==> src/design/asalu_pkg.sv <==
// package for the add/and/shift datapath: operation codes, field
// positions, register port map and the carrier structs.
// assumes the decoder hands over one operation word per exec strobe.
//
// Behaviour
// RULE1: the pointer add sign-extends a 6-bit literal (-32 to 31), adds it to the selected 16-bit pointer pair 0 or 1, writes the sum back and leaves every flag alone.
// RULE2: the 16-bit indirect pointer stays within 0000h-FFFFh and wraps modulo 65536 instead of saturating.
// RULE3: the literal AND puts the accumulator ANDed with an 8-bit literal into the accumulator and changes only the zero flag.
// RULE4: the literal add puts the accumulator plus an 8-bit literal into the accumulator and updates carry, half carry and zero.
// RULE5: the register AND combines the accumulator with the file register at a 7-bit address (0 to 127) and changes only the zero flag.
// RULE6: a register-operand result goes to the accumulator when the destination bit is 0 and back to the file register when it is 1.
// RULE7: the register add sums accumulator and file register into the chosen destination and updates carry, half carry and zero.
// RULE8: the arithmetic right shift keeps bit 7, moves bits 7:1 into bits 6:0, loads bit 0 into carry and updates zero.
// RULE9: the add with carry sums accumulator, file register and carry into the chosen destination and updates carry, half carry and zero.
// RULE10: the pointer add is decoded from a 14-bit word whose top bits are 11 0001 0, followed by the pointer select bit and six literal bits.
// RULE11: zero is set when the 8-bit result is zero, carry is the carry out of bit 7 and half carry the carry out of bit 3.
package asalu_pkg;

   // operation select from the decoder; none lets the word decode itself
   typedef enum logic [2:0] {
      ASALU_OP_NONE = 3'h0,
      ASALU_OP_LAND = 3'h1,
      ASALU_OP_LADD = 3'h2,
      ASALU_OP_RAND = 3'h3,
      ASALU_OP_RADD = 3'h4,
      ASALU_OP_ASR  = 3'h5,
      ASALU_OP_ADDC = 3'h6
   } asalu_op_t;

   // instruction word fields
   localparam int INSTR_W = 14;
   localparam int PTRADD_TOP_MSB = 13;
   localparam int PTRADD_TOP_LSB = 7;
   localparam logic [6:0] PTRADD_PATTERN = 7'h62;
   localparam int PTR_SEL_BIT = 6;
   localparam int PTR_LIT_MSB = 5;
   localparam int DEST_BIT = 7;
   localparam int FADDR_MSB = 6;
   localparam int LIT_MSB = 7;

   // register port map, 2-bit word index
   localparam logic [1:0] REG_ACC = 2'h0;
   localparam logic [1:0] REG_STATUS = 2'h1;
   localparam logic [1:0] REG_PTR0 = 2'h2;
   localparam logic [1:0] REG_PTR1 = 2'h3;
   localparam int STAT_C_BIT = 0;
   localparam int STAT_DC_BIT = 1;
   localparam int STAT_Z_BIT = 2;

   // reset values
   localparam logic [7:0] ACC_RESET = 8'h00;
   localparam logic [15:0] PTR_RESET = 16'h0000;

   typedef struct packed {
      asalu_op_t op;
      logic [INSTR_W-1:0] instr;
      logic [7:0] fdata;
   } asalu_req_t;

   typedef struct packed {
      logic [7:0] acc;
      logic c;
      logic dc;
      logic z;
      logic [1:0][15:0] ptr;
      logic fwr;
      logic [6:0] fwr_addr;
      logic [7:0] fwr_data;
      logic [15:0] rdata;
   } asalu_state_t;

endpackage

==> src/design/asalu_add8.sv <==
// 8-bit adder with carry in, carry out of bit 7 and of bit 3.
// assumes pure combinational use inside the datapath.
`timescale 1ns/1ps
module asalu_add8 (
   input wire logic [7:0] a_i,
   input wire logic [7:0] b_i,
   input wire logic cin_i,
   output logic [7:0] sum_o,
   output logic c_o,
   output logic dc_o
);
   logic [4:0] lo;
   logic [4:0] hi;

   always_comb begin
      lo = {1'b0, a_i[3:0]} + {1'b0, b_i[3:0]} + {4'h0, cin_i};
      hi = {1'b0, a_i[7:4]} + {1'b0, b_i[7:4]} + {4'h0, lo[4]};
      sum_o = {hi[3:0], lo[3:0]};
      c_o = hi[4]; // RULE11
      dc_o = lo[4]; // RULE11
   end
endmodule

==> src/design/asalu_core.sv <==
// add/and/shift datapath: accumulator, two indirect pointer pairs,
// carry, half carry and zero flags, file register write-back port.
// assumes fdata in the request already holds the addressed file register.
//
// The strobed register port and the placing of the registers were chosen for this implementation.
`timescale 1ns/1ps
module asalu_core (
   input wire logic mclk_i,
   input wire logic sys_rst_i,
   input wire logic exec_i,
   input wire asalu_pkg::asalu_req_t req_i,
   input wire logic [1:0] reg_addr_i,
   input wire logic [15:0] reg_wdata_i,
   input wire logic reg_wr_i,
   input wire logic reg_rd_i,
   output logic [15:0] reg_rdata_o,
   output logic [7:0] acc_o,
   output logic carry_o,
   output logic half_carry_o,
   output logic zero_o,
   output logic fwr_o,
   output logic [6:0] fwr_addr_o,
   output logic [7:0] fwr_data_o
);
   import asalu_pkg::*;

   asalu_state_t q;
   asalu_state_t d;

   logic [7:0] lit;
   logic [6:0] faddr;
   logic dest_file;
   logic ptr_sel;
   logic is_ptradd;
   logic reg_op;
   logic [7:0] opnd;
   logic cin;
   logic [7:0] sum;
   logic add_c;
   logic add_dc;
   logic [7:0] res;
   logic stat_wr;
   logic acc_wr;
   logic c_keep;
   logic dc_keep;

   function automatic logic [15:0] sext6(input logic [5:0] k);
      return {{10{k[5]}}, k};
   endfunction

   function automatic logic is_reg_op(input asalu_op_t op);
      return op inside {ASALU_OP_RAND, ASALU_OP_RADD, ASALU_OP_ASR,
                        ASALU_OP_ADDC};
   endfunction

   assign lit = req_i.instr[LIT_MSB:0];
   assign faddr = req_i.instr[FADDR_MSB:0]; // RULE5
   assign dest_file = req_i.instr[DEST_BIT];
   assign ptr_sel = req_i.instr[PTR_SEL_BIT];
   assign is_ptradd = (req_i.op == ASALU_OP_NONE) &&
      (req_i.instr[PTRADD_TOP_MSB:PTRADD_TOP_LSB] == PTRADD_PATTERN); // RULE10
   assign reg_op = is_reg_op(req_i.op);
   assign opnd = reg_op ? req_i.fdata : lit;
   assign cin = (req_i.op == ASALU_OP_ADDC) ? q.c : 1'b0; // RULE9
   // flags that survive an operation leaving them alone: a same-cycle
   // status write still lands on them
   assign stat_wr = reg_wr_i && (reg_addr_i == REG_STATUS);
   assign acc_wr = reg_wr_i && (reg_addr_i == REG_ACC);
   assign c_keep = stat_wr ? reg_wdata_i[STAT_C_BIT] : q.c;
   assign dc_keep = stat_wr ? reg_wdata_i[STAT_DC_BIT] : q.dc;

   asalu_add8 u_add (
      .a_i(q.acc),
      .b_i(opnd),
      .cin_i(cin),
      .sum_o(sum),
      .c_o(add_c),
      .dc_o(add_dc)
   );

   always_comb begin
      d = q;
      d.fwr = 1'b0;
      d.rdata = 16'h0000;
      res = 8'h00;
      // software access first so that a same-cycle operation wins
      if (reg_wr_i) begin
         unique case (reg_addr_i)
            REG_ACC: d.acc = reg_wdata_i[7:0];
            REG_STATUS: begin
               d.c = reg_wdata_i[STAT_C_BIT];
               d.dc = reg_wdata_i[STAT_DC_BIT];
               d.z = reg_wdata_i[STAT_Z_BIT];
            end
            REG_PTR0: d.ptr[0] = reg_wdata_i;
            REG_PTR1: d.ptr[1] = reg_wdata_i;
         endcase
      end
      if (reg_rd_i) begin
         unique case (reg_addr_i)
            REG_ACC: d.rdata = {8'h00, q.acc};
            REG_STATUS: d.rdata = {13'h0, q.z, q.dc, q.c};
            REG_PTR0: d.rdata = q.ptr[0];
            REG_PTR1: d.rdata = q.ptr[1];
         endcase
      end
      if (exec_i) begin
         unique case (req_i.op)
            ASALU_OP_NONE: begin
               if (is_ptradd) begin
                  // 16-bit sum drops the carry: wraps, no saturation
                  d.ptr[ptr_sel] = q.ptr[ptr_sel] +
                     sext6(req_i.instr[PTR_LIT_MSB:0]); // RULE1 RULE2
               end
            end
            ASALU_OP_LAND, ASALU_OP_RAND: begin
               res = q.acc & opnd; // RULE3 RULE5
               d.z = (res == 8'h00); // RULE11
            end
            ASALU_OP_LADD, ASALU_OP_RADD, ASALU_OP_ADDC: begin
               res = sum; // RULE4 RULE7 RULE9
               d.c = add_c;
               d.dc = add_dc;
               d.z = (res == 8'h00); // RULE11
            end
            ASALU_OP_ASR: begin
               res = {req_i.fdata[7], req_i.fdata[7:1]}; // RULE8
               d.c = req_i.fdata[0]; // RULE8
               d.z = (res == 8'h00); // RULE8
            end
            default: res = 8'h00;
         endcase
         if (req_i.op != ASALU_OP_NONE) begin
            if (reg_op && dest_file) begin
               d.fwr = 1'b1; // RULE6
               d.fwr_addr = faddr;
               d.fwr_data = res;
            end else begin
               d.acc = res; // RULE6
            end
         end
      end
   end

   always_ff @(posedge mclk_i or posedge sys_rst_i) begin
      if (sys_rst_i) begin
         q <= '0;
         q.acc <= ACC_RESET;
         q.ptr <= {PTR_RESET, PTR_RESET};
      end else begin
         q <= d;
      end
   end

   assign reg_rdata_o = q.rdata;
   assign acc_o = q.acc;
   assign carry_o = q.c;
   assign half_carry_o = q.dc;
   assign zero_o = q.z;
   assign fwr_o = q.fwr;
   assign fwr_addr_o = q.fwr_addr;
   assign fwr_data_o = q.fwr_data;
endmodule

==> config.mk <==
export PLATFORM = sky130hd
export DESIGN_NAME = asalu_core
export DESIGN_NICKNAME = d
export VERILOG_FILES = /design/src/design/asalu_pkg.sv /design/src/design/asalu_add8.sv /design/src/design/asalu_core.sv
export SDC_FILE = /design/constraint.sdc
export NUM_CORES = 1
export LEC_CHECK = 0
export BUFFER_PORTS_ARGS = -buffer_cell sky130_fd_sc_hd__buf_2
export CORE_MARGIN = 4
export CORE_UTILIZATION = 55
export DETAILED_ROUTE_END_ITERATION = 7
export PLACE_DENSITY = 0.85
export SETUP_SLACK_MARGIN = 0.02
export SYNTH_ARGS = -nofsm -noshare
export SYNTH_HDL_FRONTEND = slang
export SYNTH_HIERARCHICAL = 1
export SYNTH_SLANG_ARGS = --single-unit
export TNS_END_PERCENT = 30
==> constraint.sdc <==
create_clock -name mclk_i -period 4.1 [get_ports mclk_i]
set_clock_uncertainty 0.05 [all_clocks]
set_input_delay 0 -clock mclk_i [delete_from_list [all_inputs] [get_ports mclk_i]]
set_output_delay 0 -clock mclk_i [all_outputs]
set_load 0.02 [all_outputs]
==> flow_summary.yaml, run 1 <==
job:
  cap_viol_max_count: 0
global_route:
  antenna_found_initial: 0
  grt_busiest_layer: "met2"
  gr-usage-met3_pct: 6.39
  track_usage_pct: 26.4
  grt_pass1_vias: 4813
  grt_remaining_overflow: 0
  gr-usage-met1_pct: 34.1
  grt_max_degree: 40
  grt_pass1_wl_mm: 24.0
  grtUsageMet2_pct: 42.6
clock_tree:
  clk_latency_ns: 0.36
  cts_tree: "done"
  cts_setup_buffers: 0
  clock_sinks: 75
  clkTransAtPathRegs_ns: 0.08
  numCtsBuffers: 9
  clockBufferDepth: 2
  root_buffer: "clkbuf_8"
  cts_max_level: 3
sta:
  relSlewSlack_pct: 30.5
  final_max_slew_viol_count: 0
  finalSetupViolations: 0
  finalHoldViolCount: 0
  rsz0062_at_grt: "false"
  tightest_slew_ns: 1.04
  period_minus_slack_ns: 3.88
  whs_ns: 0.00926
  max_freq_mhz: 258
  fin_tns_setup_ns: 0
  fin_ws_ns: 0.217
  fin_crit_sh_pct: 94.7
logic_synthesis:
  synth_area_per_cell_um2: 9.21
  synthDistinctLibCells: 57
  yosysWarningCount: 6
  syn_area_um2: 5590
  syn-num-nets: 681
  ys_seq_elements: 75
  synth-edff-count: 0
  synthCells: 607
  synthArstFlopShare_pct: 100
  synth-seq-area-share_pct: 33.6
  yosys_most_used_dff: "dfrtp_1"
detailed_routing:
  wl_per_cell_um: 19.0
  vias_per_cell: 6.03
  drt-total-wl_mm: 15.3
  ant_nets: 0
  num_vias: 4835
  firstDrtPassIters: 7
  drc: 0
  drt_iter0_drc: 499
critical_path:
  start_kind: "input pin"
  endpoint: "carry_o$_DFF_PP0_"
  r2r-end: "carry_o$_DFF_PP0_"
  worstPathRequired_ns: 4.29
  reg2reg_from: "carry_o$_DFF_PP0_"
  r2r_slack_ns: 0.64
  worst_ep_arrival_time_ns: 4.07
  crit_start: "req_i[23]"
  r2r.worst_path.cells: 17
  cp-end-kind: "flip-flop"
  crit_type: "in2reg"
  timing.critical_path.fanout_max: 8
pwr:
  power_density_nw_per_um2: 480
  leakage_nw: 3.02
  ir_worst_vdd_uv: 196
placed_design:
  finalWeightedCongestion: 0.913
  dp_hpwl_mm: 11.1
  portBuffers: 90
  placedCellCount: 770
  dpl_worst_slack_ns: 0.295
layout:
  final_nets: 739
  postLayoutCoreUtil_pct: 63.0
  drive_gt1_share_pct: 28.3
  final_cell_mix: "90 x buf_2, 75 x dfrtp_1, 71 x nand2_1, 62 x mux2_2, 48 x nor2_1"
  area_growth_pct: 10.8
  diodes: 0
  layout_commonest_cell: "buf_2"
  stdcell_count: 802
min_path:
  worstHoldPathType: "in2reg"
floorplanning:
  start_util_pct: 56.9
  core_area_um2: 9820
  die_height_um: 109
  boundaryPins: 91
  dieArea_um2: 11800
  rows: 36
  die_w_um: 109
outcome:
  status: "finished clean"
final cells by class:
cell class,count,area (um^2)
clock inverter,2,35.0
multi-input combinational,443,3210
fill,839,3630
inverter,25,93.8
clock buffer,13,159
tap,133,166
sequential,75,1880
timing repair buffer,111,651
cell usage after synthesis (7+ instances only):
master | instances | area, um^2
dfrtp_1 | 75 | 1880
a21oi_1 | 40 | 200
and2_1 | 8 | 50.1
xnor2_1 | 7 | 61.3
nor2_1 | 48 | 180
mux2_2 | 62 | 698
ha_1 | 21 | 263
xor2_1 | 8 | 70.1
nand3_1 | 10 | 50.1
a31oi_1 | 9 | 56.3
o21ai_0 | 26 | 130
buf_2 | 13 | 65.1
mux2i_1 | 26 | 260
nand2_1 | 71 | 267
o21ai_1 | 16 | 80.1
nor2b_1 | 11 | 68.8
inv_1 | 24 | 90.1
buf_4 | 39 | 293
clkbuf_1 | 10 | 37.5
report_power, final:
part           switching [W]  total (W)  leakage, nW  internal (W)
Sequential          0.000149    0.00104        0.934      0.000893
Clock               0.000265   0.000576       0.0995      0.000311
Combinational       0.000792    0.00135         1.98      0.000559
Total                0.00121    0.00297         3.02       0.00176
state kept, by name, indices dropped and copies added, names as in the netlist:
name and count:
fwr_o 1, fwr_addr_o 7, reg_rdata_o 16, carry_o 1, half_carry_o 1, acc_o 8
q 32, zero_o 1, fwr_data_o 8
worst min path at each step:
stage                               from                   endpoint  cells past startpoint
after detailed placement       sys_rst_i  reg_rdata_o[11]$_DFF_PP0_                      2
after global routing      reg_wdata_i[2]         acc_o[2]$_DFF_PP0_                      4
final                     reg_wdata_i[2]         acc_o[2]$_DFF_PP0_                      4
after floorplan                req_i[11]  fwr_addr_o[3]$_DFFE_PP0P_                      2
after CTS                 reg_wdata_i[2]         acc_o[2]$_DFF_PP0_                      4
after global placement         sys_rst_i  reg_rdata_o[11]$_DFF_PP0_                      2
per-layer routing:
metal,part of all wire [%],vias up
li1,-,2221
met1,40,2310
met2,48,264
met3,8.9,40
met4,3.0,0
met5,0,-
critical path: stages:
cell and delay, ns:
dlygate4sd3_1 0.53, buf_2 0.17, nand2_2 0.10, xor2_2 0.20
mux2_4 0.34, inv_1 0.08, fa_1 0.19, inv_1 0.06
fa_1 0.39, a21o_2 0.20, a21o_1 0.20, fa_1 0.39
inv_1 0.08, fa_1 0.20, nor2b_1 0.06, o21ai_0 0.14
nand2b_1 0.08, nor2b_1 0.16, a21o_1 0.19, a221oi_1 0.26
a21oi_1 0.07
kinds of logic after synthesis:
| logic type | count (synthesis) | synth area share, % |
|---|---|---|
| xor+xnor | 16 | 2.64 |
| mux | 94 | 19.0 |
| simple gates | 181 | 15.5 |
| flops | 75 | 33.6 |
| fa+ha+maj | 26 | 6.49 |
| buf+inv | 89 | 9.02 |
| compound gates | 126 | 13.7 |
stage by stage:
stage | area [um^2] | total power (W)
after detailed placement | 5820 | 0.00235
after global placement | 5820 | 0.00230
after global routing | 6190 | 0.00315
final | 6190 | 0.00297
after floorplan | 5590 | 0.00208
after CTS | 6190 | 0.00294
what timing repair did:
| item | 4_1_cts | 5_1_grt |
|---|---|---|
| endpoints found under the setup margin | 0 | 1 |
| hold buffers | 17 | 0 |
| resized for setup | 0 | 1 |
| hold endpoints to repair | 63 | 0 |
Power figures use the tool's default switching activity.
==> run 2: changes to the inputs <==
ABC_AREA = 1   (was default)
==> flow_summary.yaml, run 2 <==
min_path:
  holdPathEnd: "half_carry_o$_DFF_PP0_"
  hp-start: "exec_i"
  worstHoldPathType: "in2reg"
  holdPathStages: 4
critical_path:
  reg2reg_from: "carry_o$_DFF_PP0_"
  cpMostUsedCell: "fa_1"
  r2r-end: "zero_o$_DFF_PP0_"
  critPathBufInv: 3
  timing.critical_path.fanout_max: 4
  crit_chain: "nand2_1 > nor2_1 > inv_1 > fa_1 > inv_1 > fa_1 > a21oi_1 > o21bai_1 > fa_1 > inv_1 > fa_1 > xnor2_1 > nor4_1 > nand3_1 > o31ai_1 > nor2_1 > a21oi_1"
  worst_ep_arrival_time_ns: 3.66
  start_kind: "flip-flop"
  r2r.worst_path.cells: 17
  crit_family: "adder cells"
  cp-end-kind: "flip-flop"
  cp_slowest_cell: "dfrtp_1"
  slowest_delay_ns: 0.45
  r2r_slack_ns: 0.67
  crit_type: "reg2reg"
  worstPathRequired_ns: 4.33
logic_synthesis:
  yosys.area.top_type: "dfrtp_1"
  syn-num-nets: 884
  synthCells: 810
  synthMuxAreaShare_pct: 0
  synth_area_per_cell_um2: 7.00
  ys_seq_elements: 75
  yosysMostFrequentCell: "nand2_1"
  synth_compound_area_share_pct: 13.7
  synth_top_family_by_area: "simple AND/OR/NAND/NOR gates"
  synth_xor_area_share_pct: 1.54
  synthArstFlopShare_pct: 100
  yosysWarningCount: 6
  synth_top_area_share_pct: 33.1
  syn_area_um2: 5670
  yosys_most_used_dff: "dfrtp_1"
  synthAdderAreaFrac_pct: 6.40
  synthSimpleGateAreaFrac_pct: 31.5
  synth-edff-count: 0
  ys_top_cells_by_count: "283 x nand2_1, 87 x inv_1, 75 x dfrtp_1"
  synthTopCellsByArea: "dfrtp_1 33%, nand2_1 19%, inv_1 5.8%"
  synthDistinctLibCells: 45
  synth-seq-area-share_pct: 33.1
clock_tree:
  clockBufferDepth: 2
  cts_tree: "done"
  cts_resized: 0
  clk_latency_ns: 0.36
  cts_setup_buffers: 0
  clkTransAtPathRegs_ns: 0.08
  cts_max_level: 3
  ctsHoldBuffers: 27
  clock_sinks: 75
  root_buffer: "clkbuf_8"
  numCtsBuffers: 9
global_route:
  grt_pass1_wl_mm: 26.3
  antenna_found_initial: 0
  grt_pass1_vias: 5102
  grt_remaining_overflow: 0
  track_usage_pct: 28.6
  grt_max_degree: 41
detailed_routing:
  wl_per_cell_um: 16.4
  drc: 0
  firstDrtPassIters: 6
  drt-total-wl_mm: 16.7
  ant_nets: 0
  vias_per_cell: 5.54
  drt_iter0_drc: 777
  num_vias: 5659
layout:
  final_cell_mix: "283 x nand2_1, 90 x buf_2, 86 x inv_1, 75 x dfrtp_1"
  layout_commonest_cell: "nand2_1"
  top_register: "q"
  area_growth_pct: 12.9
  drive_gt1_share_pct: 16.0
  design_area_um2: 6400
  final_nets: 957
  fill_cells: 899
  largest_reg_flops: 32
  diodes: 0
sta:
  tightest_slew_ns: 0.920
  finalSetupViolations: 0
  fin_crit_sh_pct: 83.7
  rsz0062_at_grt: "false"
  relSlewSlack_pct: 38.5
  fin_tns_setup_ns: 0
  final_max_slew_viol_count: 0
  finalHoldViolCount: 0
  max_freq_mhz: 291
  period_minus_slack_ns: 3.43
placed_design:
  finalWeightedCongestion: 0.989
  dp_hpwl_mm: 12.5
  portBuffers: 90
  placedInstanceArea_um2: 5920
pwr:
  power_density_nw_per_um2: 418
  leakage_nw: 3.47
  ir_worst_vdd_uv: 240
job:
  cap_viol_max_count: 0
floorplanning:
  die_height_um: 110
  core_area_um2: 9910
  boundaryPins: 91
  die_w_um: 110
  dieArea_um2: 12000
  start_util_pct: 57.2
  rows: 36
outcome:
  status: "finished clean"
run 2: cell types whose count changed after synthesis, sizes merged, moves of 10 or more:
cell   change
a21oi     -10
inv       +70
mux2      -65
mux2i     -26
nand2    +214
nand3     +47
nor2      -16
nor2b     -11
o21ai     +26
run 2: power breakdown:
part | internal [W] | switching (W)
Combinational | 0.000387 | 0.000695
Sequential | 0.000866 | 0.000130
Clock | 0.000316 | 0.000284
Total | 0.00157 | 0.00111
run 2: worst min-delay path, cell delays in order:
cell and delay, ns:
buf_2 0.13, nand2_1 0.11, o21ai_0 0.12, inv_1 0.07
run 2: metrics by stage:
stage / utilization, % / hold slack [ns] / power [W] / cells / setup WS [ns]
CTS: 64.6 / 0.0172 / 0.00265 / 1021 / 0.781
detailed placement: 59.8 / 0.160 / 0.00203 / 978 / 0.573
global route: 64.6 / 0.0621 / 0.00284 / 1021 / 0.459
floorplan: - / 0.0539 / 0.00180 / 810 / 1.07
global placement: 59.8 / 0.163 / 0.00201 / 978 / 0.681
finish: 64.6 / 0.0531 / 0.00268 / 1021 / 0.668
run 2: routing by layer:
metal	share of wire, %	global-route usage (%)
met5	0	0
met4	1.8	7.57
met3	13	6.64
met2	42	41.8
met1	44	42.6
run 2: worst max-delay path by stage:
stage / from / end / slack (ns) / cells past startpoint
global route: carry_o$_DFF_PP0_ / zero_o$_DFF_PP0_ / 0.46 / 17
global placement: req_i[24] / zero_o$_DFF_PP0_ / 0.68 / 22
finish: carry_o$_DFF_PP0_ / zero_o$_DFF_PP0_ / 0.67 / 17
floorplan: carry_o$_DFF_PP0_ / zero_o$_DFF_PP0_ / 1.07 / 17
detailed placement: req_i[24] / zero_o$_DFF_PP0_ / 0.57 / 22
CTS: carry_o$_DFF_PP0_ / zero_o$_DFF_PP0_ / 0.78 / 17
run 2: area by class of cell:
cell class                 instances  area (um^2)  area share (%)
sequential                        75         1880            29.3
clock buffer                      11          151            2.36
timing repair buffer             123          766            12.0
inverter                          96          365            5.70
multi-input combinational        578         3020            47.1
tap                              133          166            2.60
clock inverter                     5         60.1           0.938
run 2: kinds of logic (layout without fill, tap and decap cells):
kind of cell	count (synthesis)	after routing
flip-flops	75	75
XOR/XNOR	10	10
adder cells (fa/ha/maj)	26	26
AO/OA/AOI/OAI	134	134
buffers and inverters	157	235
AND/OR/NAND/NOR	408	408
==> run 3: changes to the inputs <==
clock period = 3.4 ns   (was 4.1 ns; I/O delays follow)
==> flow_summary.yaml, run 3 (synthesis gave the netlist of run 2 again) <==
outcome:
  status: "finished clean"
pwr:
  swShare_pct: 40.3
  pwr-share-clk_pct: 25.0
  power_density_nw_per_um2: 522
  power_frac_seq_pct: 34.9
  p_int_w: 0.00203
  power_frac_comb_pct: 40.1
  leakage_nw: 3.52
  switchingPower_w: 0.00137
  ir_worst_vdd_uv: 252
critical_path:
  timing.critical_path.fanout_max: 2
  cp-end-kind: "flip-flop"
  cp_slowest_cell: "fa_2"
  worst_ep_arrival_time_ns: 3.32
  cpMostUsedCell: "fa_2"
  start_kind: "flip-flop"
  crit_type: "reg2reg"
  crit_chain: "nand2_1 > nor2_1 > inv_1 > fa_2 > inv_2 > fa_2 > a21oi_2 > o21bai_2 > fa_2 > inv_1 > fa_2 > inv_2 > nor4_2 > nand3_1 > o31ai_2 > nor2_1 > a21oi_1"
  slowest_delay_ns: 0.52
  worstPathRequired_ns: 3.63
sta:
  period_minus_slack_ns: 3.09
  max_freq_mhz: 324
  relSlewSlack_pct: 30.9
  final_max_slew_viol_count: 0
  finalHoldViolCount: 0
  fin_tns_setup_ns: 0
  finalSetupViolations: 0
  tightest_slew_ns: 1.03
  fin_crit_sh_pct: 90.8
  rsz0062_at_grt: "false"
clock_tree:
  clk_latency_ns: 0.36
  root_buffer: "clkbuf_8"
  clockBufferDepth: 2
  clock_sinks: 75
  clkTransAtPathRegs_ns: 0.08
  cts_tree: "done"
  cts_max_level: 3
  numCtsBuffers: 9
floorplanning:
  boundaryPins: 91
  die_height_um: 110
  core_area_um2: 9910
  rows: 36
  dieArea_um2: 12000
  die_w_um: 110
  start_util_pct: 57.2
layout:
  postLayoutCoreUtil_pct: 65.7
  design_area_um2: 6510
  top_register: "q"
  final_nets: 962
  diodes: 0
  final_cell_mix: "282 x nand2_1, 89 x buf_2, 83 x inv_1, 75 x dfrtp_1"
  drive_gt1_share_pct: 17.9
  layout_commonest_cell: "nand2_1"
  area_growth_pct: 14.8
  largest_reg_flops: 32
job:
  cap_viol_max_count: 0
global_route:
  grt_pass1_wl_mm: 26.8
  grt_max_degree: 76
  grt_pass1_vias: 5136
  track_usage_pct: 29.3
  antenna_found_initial: 0
  grt_remaining_overflow: 0
detailed_routing:
  firstDrtPassIters: 7
  drt-total-wl_mm: 17.1
  drc: 0
  vias_per_cell: 5.59
  drt_iter0_drc: 694
  ant_nets: 0
  num_vias: 5734
  wl_per_cell_um: 16.7
placed_design:
  portBuffers: 90
  finalWeightedCongestion: 1.03
  placedInstanceArea_um2: 5970
  dp_hpwl_mm: 12.6
min_path:
  worstHoldPathType: "in2reg"
==> run 3: routing by layer <==
metal / vias to the layer above / track usage [%] / wire length (um) / share of wire, %
met4: 2 / 8.82 / 331 / 1.9
met5: - / 3.57 / 48 / 0.28
met2: 352 / 40.0 / 7060 / 41
li1: 2717 / - / - / -
met3: 32 / 8.46 / 2210 / 13
met1: 2631 / 44.1 / 7460 / 44
==> run 3: path summary, 6_finish.rpt <==
path | startpoint | to | slack [ns] | depth (start not counted)
max in group asynchronous | sys_rst_i | fwr_data_o[6]$_DFFE_PP0P_ | 2.75 | 4
min in group asynchronous | sys_rst_i | q[40]$_DFF_PP0_ | 0.23 | 4
max reg2reg | carry_o$_DFF_PP0_ | zero_o$_DFF_PP0_ | 0.31 | 17
min reg2reg | fwr_data_o[1]$_DFFE_PP0P_ | fwr_data_o[1]$_DFFE_PP0P_ | 0.42 | 2
min | reg_wdata_i[8] | q[56]$_DFF_PP0_ | 0.01 | 5
max | carry_o$_DFF_PP0_ | zero_o$_DFF_PP0_ | 0.31 | 17
==> run 3: final cells by class <==
type,count,area [um^2]
Inverter,96,365
Sequential cell,75,1880
Fill cell,874,3400
Multi-Input combinational cell,578,3050
Timing Repair Buffer,128,813
Clock inverter,6,113
Tap cell,133,166
Clock buffer,10,128
==> run 3: repair_timing <==
action / CTS / global route
hold buffers: 25 / 0
hold endpoints to repair: 108 / 0
buffers inserted: 0 / 3
setup endpoints to repair: 0 / 3
gates resized for setup: 0 / 12
==> run 3: per-stage QoR <==
step	cells	power (W)	hold WS [ns]	setup WS (ns)
final	1026	0.00340	0.0133	0.311
after global routing	1026	0.00360	0.0392	0.0711
after CTS	1024	0.00333	0.00528	0.182
after detailed placement	983	0.00247	0.0700	0.0220
after global placement	983	0.00245	0.0682	0.0905
after floorplan	810	0.00217	0.0539	0.374
==> run 3: power by group through the flow <==
stage	clock [W]	sequential [W]	combinational (W)
floorplan	0	0.00116	0.00101
global placement	0	0.00119	0.00126
detailed placement	0	0.00120	0.00127
CTS	0.000853	0.00118	0.00130
global route	0.000898	0.00120	0.00151
finish	0.000849	0.00119	0.00136
==> run 3: critical path, delay by kind of cell, from the launching register on <==
kind                       cells  cell delay (ns)
DFF                            1             0.36
and+or+nand+nor                5             0.55
adders and majority gates      4             1.34
buffers and inverters          4             0.24
AOI/OAI and AO/OA              4             0.46
